==> src/chg_pkg.sv <==
`default_nettype none
package chg_pkg;
   localparam int TW = 40;
   localparam int AW = 12;
   localparam int DW = 32;

   // register byte addresses
   localparam logic [AW-1:0] ADDR_CTRL = 12'h000;
   localparam logic [AW-1:0] ADDR_VOLT = 12'h004;
   localparam logic [AW-1:0] ADDR_CURR = 12'h008;
   localparam logic [AW-1:0] ADDR_STATUS = 12'h00c;

   // field positions
   localparam int CTRL_INLIM_LSB = 0;
   localparam int CTRL_TE = 2;
   localparam int CTRL_CV = 3;
   localparam int CTRL_STATEN = 4;
   localparam int VOLT_CODE_LSB = 0;
   localparam int VOLT_CEIL_LSB = 8;
   localparam int CURR_CODE_LSB = 0;
   localparam int ST_FAULT_LSB = 0;
   localparam int ST_IND_LSB = 4;
   localparam int ST_HOLD = 8;
   localparam int ST_SLEEP = 9;
   localparam int ST_SS = 10;
   localparam int ST_HOST = 11;

   // reset values
   localparam logic [1:0] RST_INLIM = 2'h0;
   localparam logic RST_TE = 1'h0;
   localparam logic RST_CV = 1'h0;
   localparam logic RST_STATEN = 1'h1;
   localparam logic [5:0] RST_VCODE = 6'h02;
   localparam logic [3:0] RST_CEIL = 4'h0;
   localparam logic [2:0] RST_ICODE = 3'h0;

   localparam logic [5:0] CEIL_BASE = 6'h23;
   localparam logic [1:0] INLIM_NOLIMIT = 2'h3;
   localparam logic [2:0] FOLDBACK_ICODE = 3'h0;

   // fault codes
   localparam logic [2:0] FLT_NONE = 3'h0;
   localparam logic [2:0] FLT_OVP = 3'h1;
   localparam logic [2:0] FLT_UV = 3'h3;
   localparam logic [2:0] FLT_BATOV = 3'h4;
   localparam logic [2:0] FLT_THERM = 3'h5;
   localparam logic [2:0] FLT_TIMER = 3'h6;
   localparam logic [2:0] FLT_NOBAT = 3'h7;

   // indicator codes
   localparam logic [1:0] IND_READY = 2'h0;
   localparam logic [1:0] IND_CHG = 2'h1;
   localparam logic [1:0] IND_DONE = 2'h2;
   localparam logic [1:0] IND_FAULT = 2'h3;

   // synchronised sense inputs
   localparam int I_FOLD = 0;
   localparam int I_CUT = 1;
   localparam int I_SLP = 2;
   localparam int I_UV = 3;
   localparam int I_RISE = 4;
   localparam int I_OVP = 5;
   localparam int I_OVPREL = 6;
   localparam int I_VALID = 7;
   localparam int I_PULSE = 8;
   localparam int I_TERM = 9;
   localparam int I_VRCH = 10;
   localparam int I_DEEP = 11;
   localparam int I_INS = 12;
   localparam int NSYNC = 13;

   // timing
   localparam int CLK_PERIOD_PS = 4000;
   localparam int RETRY_MS = 2000;
   localparam int PULSE_US = 128;
   localparam int NOSW_MS = 30;
   localparam int READY_MS = 500;
   localparam int SS_MS = 1;
   localparam int NOBAT_MIN = 15;
   localparam logic [TW-1:0] CYC_PER_US = TW'(1000000 / CLK_PERIOD_PS);
   localparam logic [TW-1:0] CYC_PER_MS = CYC_PER_US * TW'(1000);
   localparam logic [TW-1:0] RETRY_CYC_DEF = TW'(RETRY_MS) * CYC_PER_MS;
   localparam logic [TW-1:0] PULSE_CYC_DEF = TW'(PULSE_US) * CYC_PER_US;
   localparam logic [TW-1:0] NOSW_CYC_DEF = TW'(NOSW_MS) * CYC_PER_MS;
   localparam logic [TW-1:0] READY_CYC_DEF = TW'(READY_MS) * CYC_PER_MS;
   localparam logic [TW-1:0] SS_CYC_DEF = TW'(SS_MS) * CYC_PER_MS;
   localparam logic [TW-1:0] NOBAT_CYC_DEF =
      TW'(NOBAT_MIN) * TW'(60000) * CYC_PER_MS;
   localparam logic [TW-1:0] PROBE_CYC_DEF = TW'(1000);
   localparam logic [TW-1:0] ONE = TW'(1);

   typedef enum logic [3:0] {
      ST_WAIT_VALID,
      ST_CHARGE,
      ST_UV_RETRY,
      ST_OVP,
      ST_PROBE,
      ST_READY,
      ST_DONE,
      ST_ABSENT_RETRY,
      ST_STOPPED
   } chg_state_t;
endpackage : chg_pkg
`default_nettype wire

==> src/chg_fault_ctrl.sv <==
// Implementation choices: the address map and register access over APB.
`default_nettype none
// Functional notes
// - voltage code clamped to 0x23 plus ceiling
// - foldback temperature forces 550 mA current code
// - cutoff suspends charging, fault 101, pulse
// - suspend freezes state and timers but the pin pulse; resume cooled
// - low input margin: sleep, block reverse current
// - input undervoltage: stop, indicator 11, fault 011
// - restart after recovery and two second retry
// - overvoltage: open pass switch, fault 001
// - overvoltage clears at release, then revalidate
// - no switching 30 ms with termination off: fault 100, pulse
// - termination: stop, indicator 10, probe sink
// - probe holds voltage: battery present, fault 000
// - probe drops: defaults, fault 111, retry later
// - deep discharge battery gets trickle source
// - batteryless default charge until host or timeout
// - raise triggers soft start, 100 mA limit
// - no limit code: 500 mA soft start
// - host sets CV flag; insertion clears it
// - pin open normally, low while charging enabled
// - any fault drives 128 us pin pulse
// - fault code held in status bits 2..0
// - after probe report 00 500 ms, then 10
module chg_fault_ctrl
   import chg_pkg::*;
#(
   parameter logic [TW-1:0] RETRY_CYC = RETRY_CYC_DEF,
   parameter logic [TW-1:0] PULSE_CYC = PULSE_CYC_DEF,
   parameter logic [TW-1:0] NOSW_CYC = NOSW_CYC_DEF,
   parameter logic [TW-1:0] READY_CYC = READY_CYC_DEF,
   parameter logic [TW-1:0] SS_CYC = SS_CYC_DEF,
   parameter logic [TW-1:0] NOBAT_CYC = NOBAT_CYC_DEF,
   parameter logic [TW-1:0] PROBE_CYC = PROBE_CYC_DEF
)
(
   // clock and reset
   input wire logic CLK_SYS,
   input wire logic RESET,
   // apb slave
   input wire logic PSEL,
   input wire logic PENABLE,
   input wire logic PWRITE,
   input wire logic [AW-1:0] PADDR,
   input wire logic [DW-1:0] PWDATA,
   output logic [DW-1:0] PRDATA,
   output logic PREADY,
   output logic PSLVERR,
   // analog comparator levels, asynchronous
   input wire logic DIE_AT_FOLDBACK,
   input wire logic DIE_AT_CUTOFF,
   input wire logic VBUS_BELOW_SLEEP,
   input wire logic VBUS_BELOW_UV,
   input wire logic VBUS_ABOVE_RISE,
   input wire logic VBUS_ABOVE_OVP,
   input wire logic VBUS_BELOW_OVP_REL,
   input wire logic VBUS_VALIDATED,
   input wire logic SWITCH_PULSE,
   input wire logic TERM_CURRENT_SEEN,
   input wire logic VBAT_ABOVE_RECHARGE,
   input wire logic VBAT_BELOW_DEEP,
   input wire logic BATTERY_INSERTED,
   // power stage controls
   output logic CHARGE_ON,
   output logic INPUT_PASS_SWITCH_ON,
   output logic REVERSE_BLOCK_SWITCH_ON,
   output logic CURRENT_FOLDBACK,
   output logic TRICKLE_ON,
   output logic PROBE_SINK_ON,
   output logic SOFT_START_ACTIVE,
   output logic INPUT_LIMIT_100MA,
   output logic SOFT_START_500MA,
   output logic [5:0] CHARGE_VOLTAGE_EFF,
   output logic [2:0] CHARGE_CURRENT_EFF,
   output logic [1:0] INPUT_LIMIT_EFF,
   // open-drain indicator pin
   output logic IND_PIN_O,
   output logic IND_PIN_OE_N
);

   logic [NSYNC-1:0] sync1;
   logic [NSYNC-1:0] sync2;
   logic pulse_d;
   logic ins_d;
   chg_state_t state;
   chg_state_t next_state;
   logic [2:0] fault;
   logic [2:0] next_fault;
   logic [1:0] ind;
   logic [1:0] next_ind;
   logic hold;
   logic [1:0] inlim;
   logic te;
   logic cv;
   logic staten;
   logic [5:0] vcode;
   logic [3:0] ceil;
   logic [2:0] icode;
   logic host_active;
   logic [TW-1:0] tmr;
   logic [TW-1:0] tmr_val;
   logic tmr_load;
   logic [TW-1:0] nobat_cnt;
   logic [TW-1:0] nosw_cnt;
   logic nosw_fired;
   logic [TW-1:0] ss_cnt;
   logic [TW-1:0] pulse_cnt;
   logic fault_pulse;
   logic load_def;
   logic [DW-1:0] rd_status;
   logic [DW-1:0] rd_mux;

   // apb decode
   wire logic acc = PSEL & PENABLE;
   wire logic wr = acc & PWRITE;
   wire logic sel_ctrl = (PADDR == ADDR_CTRL);
   wire logic sel_volt = (PADDR == ADDR_VOLT);
   wire logic sel_curr = (PADDR == ADDR_CURR);
   wire logic sel_status = (PADDR == ADDR_STATUS);
   wire logic mapped = sel_ctrl | sel_volt | sel_curr | sel_status;
   wire logic wr_ctrl = wr & sel_ctrl;
   wire logic wr_volt = wr & sel_volt;
   wire logic wr_curr = wr & sel_curr;
   wire logic wr_any = wr & mapped;
   assign PREADY = 1'b1;
   assign PSLVERR = acc & ~mapped;

   // write fields
   wire logic [1:0] w_inlim = PWDATA[CTRL_INLIM_LSB +: 2];
   wire logic [5:0] w_vraw = PWDATA[VOLT_CODE_LSB +: 6];
   wire logic [3:0] w_ceil = PWDATA[VOLT_CEIL_LSB +: 4];
   wire logic [2:0] w_icode = PWDATA[CURR_CODE_LSB +: 3];
   wire logic [5:0] w_ceiling = CEIL_BASE + {2'h0, w_ceil};
   wire logic [5:0] ceiling = CEIL_BASE + {2'h0, ceil};
   // the ceiling written in the same word bounds the code at once
   wire logic [5:0] w_vcode =
      (w_vraw > w_ceiling) ? w_ceiling : w_vraw;
   // lowering the ceiling later also bounds the applied code
   wire logic [5:0] vcode_eff =
      (vcode > ceiling) ? ceiling : vcode;

   // soft start on any raised setting
   wire logic raise = (wr_volt & (w_vcode > vcode))
                    | (wr_ctrl & (w_inlim > inlim))
                    | (wr_curr & (w_icode > icode));
   wire logic ss_on = (ss_cnt != '0);

   // synchronised levels
   wire logic s_fold = sync2[I_FOLD];
   wire logic s_cut = sync2[I_CUT];
   wire logic s_slp = sync2[I_SLP];
   wire logic s_uv = sync2[I_UV];
   wire logic s_rise = sync2[I_RISE];
   wire logic s_ovp = sync2[I_OVP];
   wire logic s_ovprel = sync2[I_OVPREL];
   wire logic s_valid = sync2[I_VALID];
   wire logic s_term = sync2[I_TERM];
   wire logic s_vrch = sync2[I_VRCH];
   wire logic s_deep = sync2[I_DEEP];
   wire logic pulse_edge = sync2[I_PULSE] & ~pulse_d;
   wire logic ins_edge = sync2[I_INS] & ~ins_d;

   // events
   wire logic cut_ev = s_cut & ~hold;
   wire logic ovp_ev = s_ovp & (state != ST_OVP);
   wire logic charging = (state == ST_CHARGE);
   wire logic sleep = charging & s_slp & ~s_uv;
   wire logic charge_on = charging & ~hold & ~sleep;
   wire logic nobat_to = charging & ~host_active & (nobat_cnt == '0);
   wire logic batov_ev = charging & ~te & (nosw_cnt == '0) & ~nosw_fired;
   wire logic term_ev = charging & te & s_term & s_vrch;
   wire logic tmr_done = (tmr == '0);
   wire logic ind_drive = (pulse_cnt != '0) | (staten & charge_on);

   always_ff @(posedge CLK_SYS)
   begin
      if (RESET)
      begin
         sync1 <= '0;
         sync2 <= '0;
         pulse_d <= 1'b0;
         ins_d <= 1'b0;
      end
      else
      begin
         sync1 <= {BATTERY_INSERTED, VBAT_BELOW_DEEP, VBAT_ABOVE_RECHARGE,
                   TERM_CURRENT_SEEN, SWITCH_PULSE, VBUS_VALIDATED,
                   VBUS_BELOW_OVP_REL, VBUS_ABOVE_OVP, VBUS_ABOVE_RISE,
                   VBUS_BELOW_UV, VBUS_BELOW_SLEEP, DIE_AT_CUTOFF,
                   DIE_AT_FOLDBACK};
         sync2 <= sync1;
         pulse_d <= sync2[I_PULSE];
         ins_d <= sync2[I_INS];
      end
   end

   // configuration registers; default load wins over a host write
   always_ff @(posedge CLK_SYS)
   begin
      if (RESET || load_def)
      begin
         inlim <= RST_INLIM;
         te <= RST_TE;
         staten <= RST_STATEN;
         vcode <= RST_VCODE;
         ceil <= RST_CEIL;
         icode <= RST_ICODE;
      end
      else
      begin
         if (wr_ctrl)
         begin
            inlim <= w_inlim;
            te <= PWDATA[CTRL_TE];
            staten <= PWDATA[CTRL_STATEN];
         end
         if (wr_volt)
         begin
            vcode <= w_vcode;
            ceil <= w_ceil;
         end
         if (wr_curr)
            icode <= w_icode;
      end
   end

   // insertion beats a host write in the same cycle
   always_ff @(posedge CLK_SYS)
   begin
      if (RESET || load_def)
         cv <= RST_CV;
      else if (ins_edge)
         cv <= 1'b0;
      else if (wr_ctrl)
         cv <= PWDATA[CTRL_CV];
   end

   always_ff @(posedge CLK_SYS)
   begin
      if (RESET || load_def)
         host_active <= 1'b0;
      else if (wr_any)
         host_active <= 1'b1;
   end

   // main sequencer
   always_comb
   begin
      next_state = state;
      next_fault = fault;
      next_ind = ind;
      fault_pulse = 1'b0;
      load_def = 1'b0;
      tmr_load = 1'b0;
      tmr_val = tmr;
      if (cut_ev)
      begin
         next_fault = FLT_THERM;
         fault_pulse = 1'b1;
      end
      else if (!hold)
      begin
         if (ovp_ev)
         begin
            next_state = ST_OVP;
            next_fault = FLT_OVP;
            next_ind = IND_FAULT;
            fault_pulse = 1'b1;
         end
         else
            unique case (state)
               ST_WAIT_VALID:
                  if (s_valid)
                  begin
                     next_state = ST_CHARGE;
                     next_ind = IND_CHG;
                  end
               ST_CHARGE:
                  if (s_uv)
                  begin
                     next_state = ST_UV_RETRY;
                     next_fault = FLT_UV;
                     next_ind = IND_FAULT;
                     fault_pulse = 1'b1;
                     tmr_load = 1'b1;
                     tmr_val = RETRY_CYC - ONE;
                  end
                  else if (nobat_to)
                  begin
                     next_state = ST_STOPPED;
                     next_fault = FLT_TIMER;
                     next_ind = IND_FAULT;
                     fault_pulse = 1'b1;
                  end
                  else if (term_ev)
                  begin
                     next_state = ST_PROBE;
                     next_ind = IND_DONE;
                     tmr_load = 1'b1;
                     tmr_val = PROBE_CYC - ONE;
                  end
                  else if (batov_ev)
                  begin
                     next_fault = FLT_BATOV;
                     next_ind = IND_FAULT;
                     fault_pulse = 1'b1;
                  end
               ST_UV_RETRY:
                  if (tmr_done && s_rise)
                     next_state = ST_WAIT_VALID;
               ST_OVP:
                  if (s_ovprel)
                     next_state = ST_WAIT_VALID;
               ST_PROBE:
                  if (tmr_done && s_vrch)
                  begin
                     next_state = ST_READY;
                     next_fault = FLT_NONE;
                     next_ind = IND_READY;
                     tmr_load = 1'b1;
                     tmr_val = READY_CYC - ONE;
                  end
                  else if (tmr_done)
                  begin
                     next_state = ST_ABSENT_RETRY;
                     next_fault = FLT_NOBAT;
                     next_ind = IND_FAULT;
                     fault_pulse = 1'b1;
                     load_def = 1'b1;
                     tmr_load = 1'b1;
                     tmr_val = RETRY_CYC - ONE;
                  end
               ST_READY:
                  if (tmr_done)
                  begin
                     next_state = ST_DONE;
                     next_ind = IND_DONE;
                  end
               ST_DONE:
                  if (!s_vrch)
                     next_state = ST_WAIT_VALID;
               ST_ABSENT_RETRY:
                  if (tmr_done)
                     next_state = ST_WAIT_VALID;
               ST_STOPPED:
                  if (wr_any)
                     next_state = ST_WAIT_VALID;
            endcase
      end
   end

   always_ff @(posedge CLK_SYS)
   begin
      if (RESET)
      begin
         state <= ST_WAIT_VALID;
         fault <= FLT_NONE;
         ind <= IND_READY;
         hold <= 1'b0;
      end
      else
      begin
         state <= next_state;
         fault <= next_fault;
         ind <= next_ind;
         hold <= s_cut | (hold & s_fold);
      end
   end

   // timers; suspend freezes all but the pin pulse
   always_ff @(posedge CLK_SYS)
   begin
      if (RESET)
         tmr <= '0;
      else if (hold)
         tmr <= tmr;
      else if (tmr_load)
         tmr <= tmr_val;
      else if (!tmr_done)
         tmr <= tmr - ONE;
   end

   always_ff @(posedge CLK_SYS)
   begin
      if (RESET || load_def || host_active)
         nobat_cnt <= NOBAT_CYC - ONE;
      else if (charging && !hold && nobat_cnt != '0)
         nobat_cnt <= nobat_cnt - ONE;
   end

   always_ff @(posedge CLK_SYS)
   begin
      if (RESET || pulse_edge || !charging)
         nosw_cnt <= NOSW_CYC - ONE;
      else if (!hold && nosw_cnt != '0)
         nosw_cnt <= nosw_cnt - ONE;
   end

   always_ff @(posedge CLK_SYS)
   begin
      if (RESET || pulse_edge || !charging)
         nosw_fired <= 1'b0;
      else if (batov_ev && !hold)
         nosw_fired <= 1'b1;
   end

   always_ff @(posedge CLK_SYS)
   begin
      if (RESET)
         ss_cnt <= '0;
      else if (raise)
         ss_cnt <= SS_CYC;
      else if (!hold && ss_on)
         ss_cnt <= ss_cnt - ONE;
   end

   // the pulse keeps running in suspend so the host still sees it
   always_ff @(posedge CLK_SYS)
   begin
      if (RESET)
         pulse_cnt <= '0;
      else if (fault_pulse)
         pulse_cnt <= PULSE_CYC;
      else if (pulse_cnt != '0)
         pulse_cnt <= pulse_cnt - ONE;
   end

   // read path, sampled in the setup cycle
   always_comb
   begin
      rd_status = '0;
      rd_status[ST_FAULT_LSB +: 3] = fault;
      rd_status[ST_IND_LSB +: 2] = ind;
      rd_status[ST_HOLD] = hold;
      rd_status[ST_SLEEP] = sleep;
      rd_status[ST_SS] = ss_on;
      rd_status[ST_HOST] = host_active;
      rd_mux = '0;
      if (sel_ctrl)
      begin
         rd_mux[CTRL_INLIM_LSB +: 2] = inlim;
         rd_mux[CTRL_TE] = te;
         rd_mux[CTRL_CV] = cv;
         rd_mux[CTRL_STATEN] = staten;
      end
      else if (sel_volt)
      begin
         rd_mux[VOLT_CODE_LSB +: 6] = vcode;
         rd_mux[VOLT_CEIL_LSB +: 4] = ceil;
      end
      else if (sel_curr)
         rd_mux[CURR_CODE_LSB +: 3] = icode;
      else if (sel_status)
         rd_mux = rd_status;
   end

   always_ff @(posedge CLK_SYS)
   begin
      if (RESET)
         PRDATA <= '0;
      else if (PSEL && !PENABLE)
         PRDATA <= rd_mux;
   end

   // registered outputs
   always_ff @(posedge CLK_SYS)
   begin
      if (RESET)
      begin
         CHARGE_ON <= 1'b0;
         INPUT_PASS_SWITCH_ON <= 1'b0;
         REVERSE_BLOCK_SWITCH_ON <= 1'b0;
         CURRENT_FOLDBACK <= 1'b0;
         TRICKLE_ON <= 1'b0;
         PROBE_SINK_ON <= 1'b0;
         SOFT_START_ACTIVE <= 1'b0;
         INPUT_LIMIT_100MA <= 1'b0;
         SOFT_START_500MA <= 1'b0;
         CHARGE_VOLTAGE_EFF <= RST_VCODE;
         CHARGE_CURRENT_EFF <= RST_ICODE;
         INPUT_LIMIT_EFF <= RST_INLIM;
         IND_PIN_O <= 1'b0;
         IND_PIN_OE_N <= 1'b1;
      end
      else
      begin
         CHARGE_ON <= charge_on;
         INPUT_PASS_SWITCH_ON <= (state != ST_OVP);
         REVERSE_BLOCK_SWITCH_ON <= sleep;
         CURRENT_FOLDBACK <= s_fold;
         TRICKLE_ON <= charge_on & s_deep;
         PROBE_SINK_ON <= (state == ST_PROBE) & ~hold;
         SOFT_START_ACTIVE <= ss_on;
         INPUT_LIMIT_100MA <= ss_on & (inlim != INLIM_NOLIMIT);
         SOFT_START_500MA <= ss_on & (inlim == INLIM_NOLIMIT);
         CHARGE_VOLTAGE_EFF <= vcode_eff;
         CHARGE_CURRENT_EFF <= s_fold ? FOLDBACK_ICODE : icode;
         INPUT_LIMIT_EFF <= inlim;
         IND_PIN_O <= 1'b0;
         IND_PIN_OE_N <= ~ind_drive;
      end
   end
endmodule : chg_fault_ctrl
`default_nettype wire

==> config.mk <==
export PLATFORM = sky130hd
export DESIGN_NAME = chg_fault_ctrl
export DESIGN_NICKNAME = d
export VERILOG_FILES = /design/src/chg_pkg.sv /design/src/chg_fault_ctrl.sv
export SDC_FILE = /design/constraint.sdc
export NUM_CORES = 1
export LEC_CHECK = 0
export ABC_AREA = 1
export CORE_MARGIN = 3
export CORE_UTILIZATION = 58
export DETAILED_ROUTE_END_ITERATION = 6
export DONT_BUFFER_PORTS = 1
export HOLD_SLACK_MARGIN = 0.02
export PLACE_DENSITY = 0.75
export SLEW_MARGIN = 20
export SYNTH_ARGS = -nofsm -noshare
export SYNTH_HDL_FRONTEND = slang
export SYNTH_SLANG_ARGS = --single-unit
==> constraint.sdc <==
create_clock -name CLK_SYS -period 3.24 [get_ports CLK_SYS]
set_clock_uncertainty 0.2 [all_clocks]
set_input_delay 0.162 -clock CLK_SYS [delete_from_list [all_inputs] [get_ports CLK_SYS]]
set_output_delay 0.162 -clock CLK_SYS [all_outputs]
set_load 0.03 [all_outputs]
=== Yosys cells after proc, flatten, opt, wreduce, memory -nomap -nowiden ===
Index checks and enable logic that the tools add are counted.

* Register bits after elaboration: 311
* Bits of input ports: 62

* $add $sub $neg: 7
* Magnitude comparators: 5
* Equal/unequal tests: 37
* Mux-type cells: 80
* Bitwise gates (word level): 50
* Reductions and logical operators: 39

{| class="wikitable"
|+ Operators with widths
! operator !! number
|-
| $mux 40 || 9
|-
| $sub 40x1->40 const B || 5
|-
| $reduce_bool 40->1 || 4
|-
| $logic_not 40->1 || 3
|-
| $pmux 40 s2 || 1
|-
| $mux 4 || 14
|-
| $mux 18 || 2
|-
| $pmux 4 s9 || 1
|-
| $and 1x1->1 || 32
|-
| $mux 15 || 2
|-
| $mux 3 || 10
|-
| $mux 27 || 1
|-
| $eq 12x4->1 const B || 2
|-
| $ne 3x3->1 const B || 7
|-
| $mux 1 || 20
|-
| $mux 2 || 10
|-
| $gt 6x6->1 || 3
|-
| $mux 6 || 3
|-
| $eq 4x3->1 const B || 4
|-
| $add 6x4->6 const A || 2
|-
| $eq 12x3->1 const B || 1
|-
| $logic_not 12->1 || 1
|-
| $mux 12 || 1
|-
| $ne 4x4->1 const B || 3
|-
| 36 further kinds || 77
|}

=== Logic depth before layout (Yosys ltp) ===
* Depth in word-level cells: 13
* Depth in mapped cells: 26
* Gate-level depth less buffers: 24

=== Worst setup path after synthesis ===
Ideal clock, no wire load.

* Path kind: input to register
* Start point: in PWDATA[8]
* End point: reg ss_cnt[32]
* Library setup time: 0.070 ns
* Data arrival time: 3.192 ns
* Setup slack: -0.222 ns
* Stages: 25
* Cell sequence: inv_1 -> ha_1 -> xnor2_1 -> inv_1 -> ha_1 -> nand2_1 -> o21ai_0 -> a21oi_1 -> or2_2 -> clkbuf_1 -> nand2_1 -> o21a_1 -> inv_1 -> ha_1 -> inv_1 -> nor2_1 -> o21ai_0 -> o211ai_1 -> nand3_1 -> and2_1 -> nand2_2 -> nor2_4 -> clkinv_2 -> buf_4 -> a21oi_1

* Word-level cells in the longest chain between the ends: 8

{| class="wikitable"
|+ Ends and longest elaborated chain
! item !! line !! text
|-
| start: declaration || chg_fault_ctrl.sv:46 || <nowiki>input wire logic [DW-1:0] PWDATA,</nowiki>
|-
| $add 6x4->6 * || chg_fault_ctrl.sv:134 || <nowiki>wire logic [5:0] w_ceiling = CEIL_BASE + {2'h0, w_ceil};</nowiki>
|-
| $gt 6x6->1 || chg_fault_ctrl.sv:138 || <nowiki>(w_vraw > w_ceiling) ? w_ceiling : w_vraw;</nowiki>
|-
| $mux 6 * || chg_fault_ctrl.sv:138 ||
|-
| named net w_vcode[1] || chg_fault_ctrl.sv:137 || <nowiki>wire logic [5:0] w_vcode =</nowiki>
|-
| $gt 6x6->1 * || chg_fault_ctrl.sv:144 || <nowiki>wire logic raise = (wr_volt & (w_vcode > vcode))</nowiki>
|-
| $and 1x1->1 * || chg_fault_ctrl.sv:144 ||
|-
| $or 1x1->1 * || chg_fault_ctrl.sv:145 || <nowiki>| (wr_ctrl & (w_inlim > inlim))</nowiki>
|-
| $or 1x1->1 * || chg_fault_ctrl.sv:146 || <nowiki>| (wr_curr & (w_icode > icode));</nowiki>
|-
| $reduce_or 2->1 (no source line) * || n/a ||
|-
| end signal: assignment || chg_fault_ctrl.sv:415 || <nowiki>ss_cnt <= ss_cnt - ONE;</nowiki>
|-
| end: declaration || chg_fault_ctrl.sv:107 || <nowiki>logic [TW-1:0] ss_cnt;</nowiki>
|}

The timed path passes the listed nets; every way through them passes the cells marked *.
A chain may end at the register's enable or synchronous reset.

=== Final worst setup path ===
* Start point: in PWDATA[11]
* End point: reg ss_cnt[10]

Same word-level chain as after synthesis.

==> impl_results.md <==
* Max_cap viols at 0
* Gp weighted congestion at 0.956
* Cells after Synth at 2583
* Worst-margin pin slew at 803 ps
* Antenna cell count at 0
* Worst EP arrival at 3310 ps
* Global Route Usage Sum at 0.285
* Synth Register Bits at 289
* Drt total wl at 45100 um
* Worst Hold Depth at 7
* Worst vdd ir at 0.780 mV
* CTS buffer count at 34
* Worst slew margin at 0.460
* Initial antenna violation count at 0
* DR vias at 16556
* Hold Crit Start: PADDR[8]
* Top cell type by total area after synthesis: dfxtp_1
* Drt wl/cell at 14.8 um
* GR Overflow Total at 0
* # clock sinks at 289
* Crit path required time at 3450 ps
* Reg2reg path depth at 14
* Crit path capture type: register
* Area growth syn-to-layout at 12.8%
* CP Launch Point: PWDATA[11]
* Layout cells sized above 1 at 0.0727
* Vias per cell at 5.44
* CP max FO at 8
* Die width at 176 um
* WP buf/inv at 5
* Largest net degree at the start of global routing at 83
* Top cells by area, synth: dfxtp_1 (35%), nand2_1 (13%), nor2_1 (12%)
* Fin. Hold Viols at 0
* Row count at 61
* Final setup fails at 0
* Post-synth ARST share at 0
* Slowest cell on crit path: dlygate4sd3_1
* Hold WC Path Type: primary input to register
* DRT Pass-1 Iters at 5
* I/O pin cnt at 118
* Initial core utilization at 0.593
* DR iter-0 viols at 1360
* Clock latency on the worst-skew pair at 520 ps
* TritonCTS clock tree: yes
* Global-route wire length before repair at 74300 um
* Clk slew on worst S/H paths at 60 ps
* Period minus WS final at 3110 ps
* Crit path max-delay family: simple AND/OR/NAND/NOR gates
* Pre-CTS setup slack at -200 ps
* Syn. warnings at 0
* Tcrit/Tclk final at 0.959
* Final ANT Viol Nets at 0
* Crit-path max cell delay at 540 ps
* Vias in the first global route at 15500
* CP Cell Sequence: dlygate4sd3_1 -> nand2_1 -> nor2_1 -> inv_1 -> ha_4 -> nand4_1 -> nand2_1 -> or2_4 -> nand2_2 -> o21a_1 -> inv_1 -> ha_4 -> nand2_2 -> buf_4 -> o211ai_1 -> nand3_1 -> and2_4 -> nand2_4 -> nor2_4 -> buf_6 -> o21ai_1 -> a21oi_1
* Placeable Area at 28100 sq um
* Hold Path Sink: PRDATA[11]
* Worst setup SP type: primary input
* Netlist Area Pre-Place at 16700 sq um
* Leak pwr at 8.27 nW
* Max Slew Vio Count at 0
* Post-layout nets at 2735
* Avg Cell Area, Syn at 6.45 sq um
* RR Endpoint: pulse_cnt[5]
* Die H at 176 um
* Design Area, Final at 18800 sq um
* Critical R2R Launch: nosw_cnt[0]
* Dpl hpwl at 33000 um
* EDFF count, synth at 0
* Primary FF master, synth: dfxtp_1
* CTS Root Cell: clkbuf_16
* Kind of critical path: primary input to register
* Final setup margin at 134 ps
* Status: completed
* Most numerous cell in the Yosys netlist: nand2_1
* IO buf count at 0
* Ratio of total power to cell area at 926 nW/um^2
* Die area at 30800 sq um
* Htree depth at 2
* Post-DP Area at 17000 sq um
* Seq/Total Area, Yosys at 0.347
* Top cells by count, synth: nand2_1 (570), nor2_1 (554), dfxtp_1 (289)
* CTS Buffer Depth at 3
* Synth cell types at 51
* Top cell type's share of synthesized area at 0.347
* Reg-to-reg setup timing slack at 380 ps
* Max Freq at 322 MHz
* # DRC at 0
stage by stage:
step           power (mW)  hold WS [ps]  TNS (ps)  std cells   util
2_1_floorplan        11.3          69.0      -165       2605      -
4_1_cts              17.3          23.1         0       3041  0.665
6_report             17.4          60.7         0       3046  0.670
3_5_place_dp         13.1          52.1     -4630       2937  0.606
5_1_grt              18.9           115      -382       3046  0.670
3_3_place_gp         12.9          53.4     -1890       2937  0.606
layout by cell type, fill, tap and decap left out, types with 7 or more instances in the layout:
cell type,instances
ha_1,25
clkbuf_8,9
dfxtp_1,289
o211ai_1,10
nor2_2,22
nor3_1,55
inv_2,17
a21oi_1,154
nand3_1,117
o21ai_1,8
nor2_4,9
a31oi_1,7
nand3b_1,8
clkbuf_16,35
inv_1,285
nor2_1,553
nand2_1,566
buf_4,32
o22ai_1,7
xnor2_1,59
nand2_2,13
nand4_1,69
o21ai_0,85
or2_2,10
conb_1,24
nor4_1,23
dlygate4sd3_1,42
xor2_1,57
report_power, final:
part / switching [mW] / total (mW) / internal [mW] / leakage, nW
Sequential: 0.674 / 4.88 / 4.21 / 2.35
Clock: 1.52 / 4.03 / 2.50 / 0.591
Combinational: 5.67 / 8.51 / 2.83 / 5.33
layout make-up:
| type | count | area [sq um] |
|---|---|---|
| well taps | 378 | 473 |
| clock buffers | 46 | 1010 |
| multi-input cells | 1934 | 9460 |
| fillers | 2596 | 9280 |
| clock inverters | 15 | 191 |
| flip-flops and latches | 289 | 5790 |
| inverters | 306 | 1160 |
| repair buffers | 78 | 732 |
sequential cells by signal, summed over array words and instances, names as in the netlist, 3 cells and up:
register	flops
tmr	40
nobat_cnt	40
sync2	13
CHARGE_VOLTAGE_EFF	6
vcode	6
state	4
ceil	4
nosw_cnt	40
icode	3
pulse_cnt	40
CHARGE_CURRENT_EFF	3
ss_cnt	40
PRDATA	10
sync1	13
fault	3
kinds of logic (layout without fill, tap and decap cells):
logic type               count (synthesis)  in the layout  share of synthesized area
AO/OA/AOI/OAI                          295            295                     0.0950
XOR/XNOR                               116            116                     0.0610
adder cells (fa/ha/maj)                 30             30                     0.0225
buffers and inverters                  383            445                     0.0963
flip-flops                             289            289                      0.347
other                                    2             24                   0.000451
AND/OR/NAND/NOR                       1468           1469                      0.378
worst register-to-register path, stage by stage, from the launching register on:
cell,delay [ps]
dfxtp_1,360
inv_1,80
ha_1,160
inv_1,90
nor2_2,220
nand2_1,130
nor3_1,200
nand3_1,170
nor2_1,140
nand2_1,180
nand2_1,130
o21ai_2,160
nand2_2,100
buf_4,340
nor2_1,100
per-layer routing:
layer | vias up | part of all wire | GRT usage
li1 | 8313 | - | -
met1 | 7526 | 0.46 | 0.396
met2 | 605 | 0.43 | 0.461
met3 | 112 | 0.075 | 0.0458
met4 | 0 | 0.028 | 0.0822
met5 | - | 0 | 0
repair_timing:
action                                 in CTS  in global routing
setup buffers                               0                  3
endpoints found under the hold margin     181                  2
hold buffers                               43                  2
setup endpoints to repair                   0                 39
resized for setup                           0                 22
how the worst max path moves through the flow:
stage | to | slack [ps] | cells past startpoint
6_report | ss_cnt[10] | 130 | 22
5_1_grt | ss_cnt[11] | -60 | 22
3_5_place_dp | ss_cnt[23] | -200 | 24
2_1_floorplan | ss_cnt[32] | -8 | 25
3_3_place_gp | ss_cnt[1] | -110 | 23
4_1_cts | ss_cnt[23] | 30 | 22
Note: power is estimated with default switching activity, not from simulation.
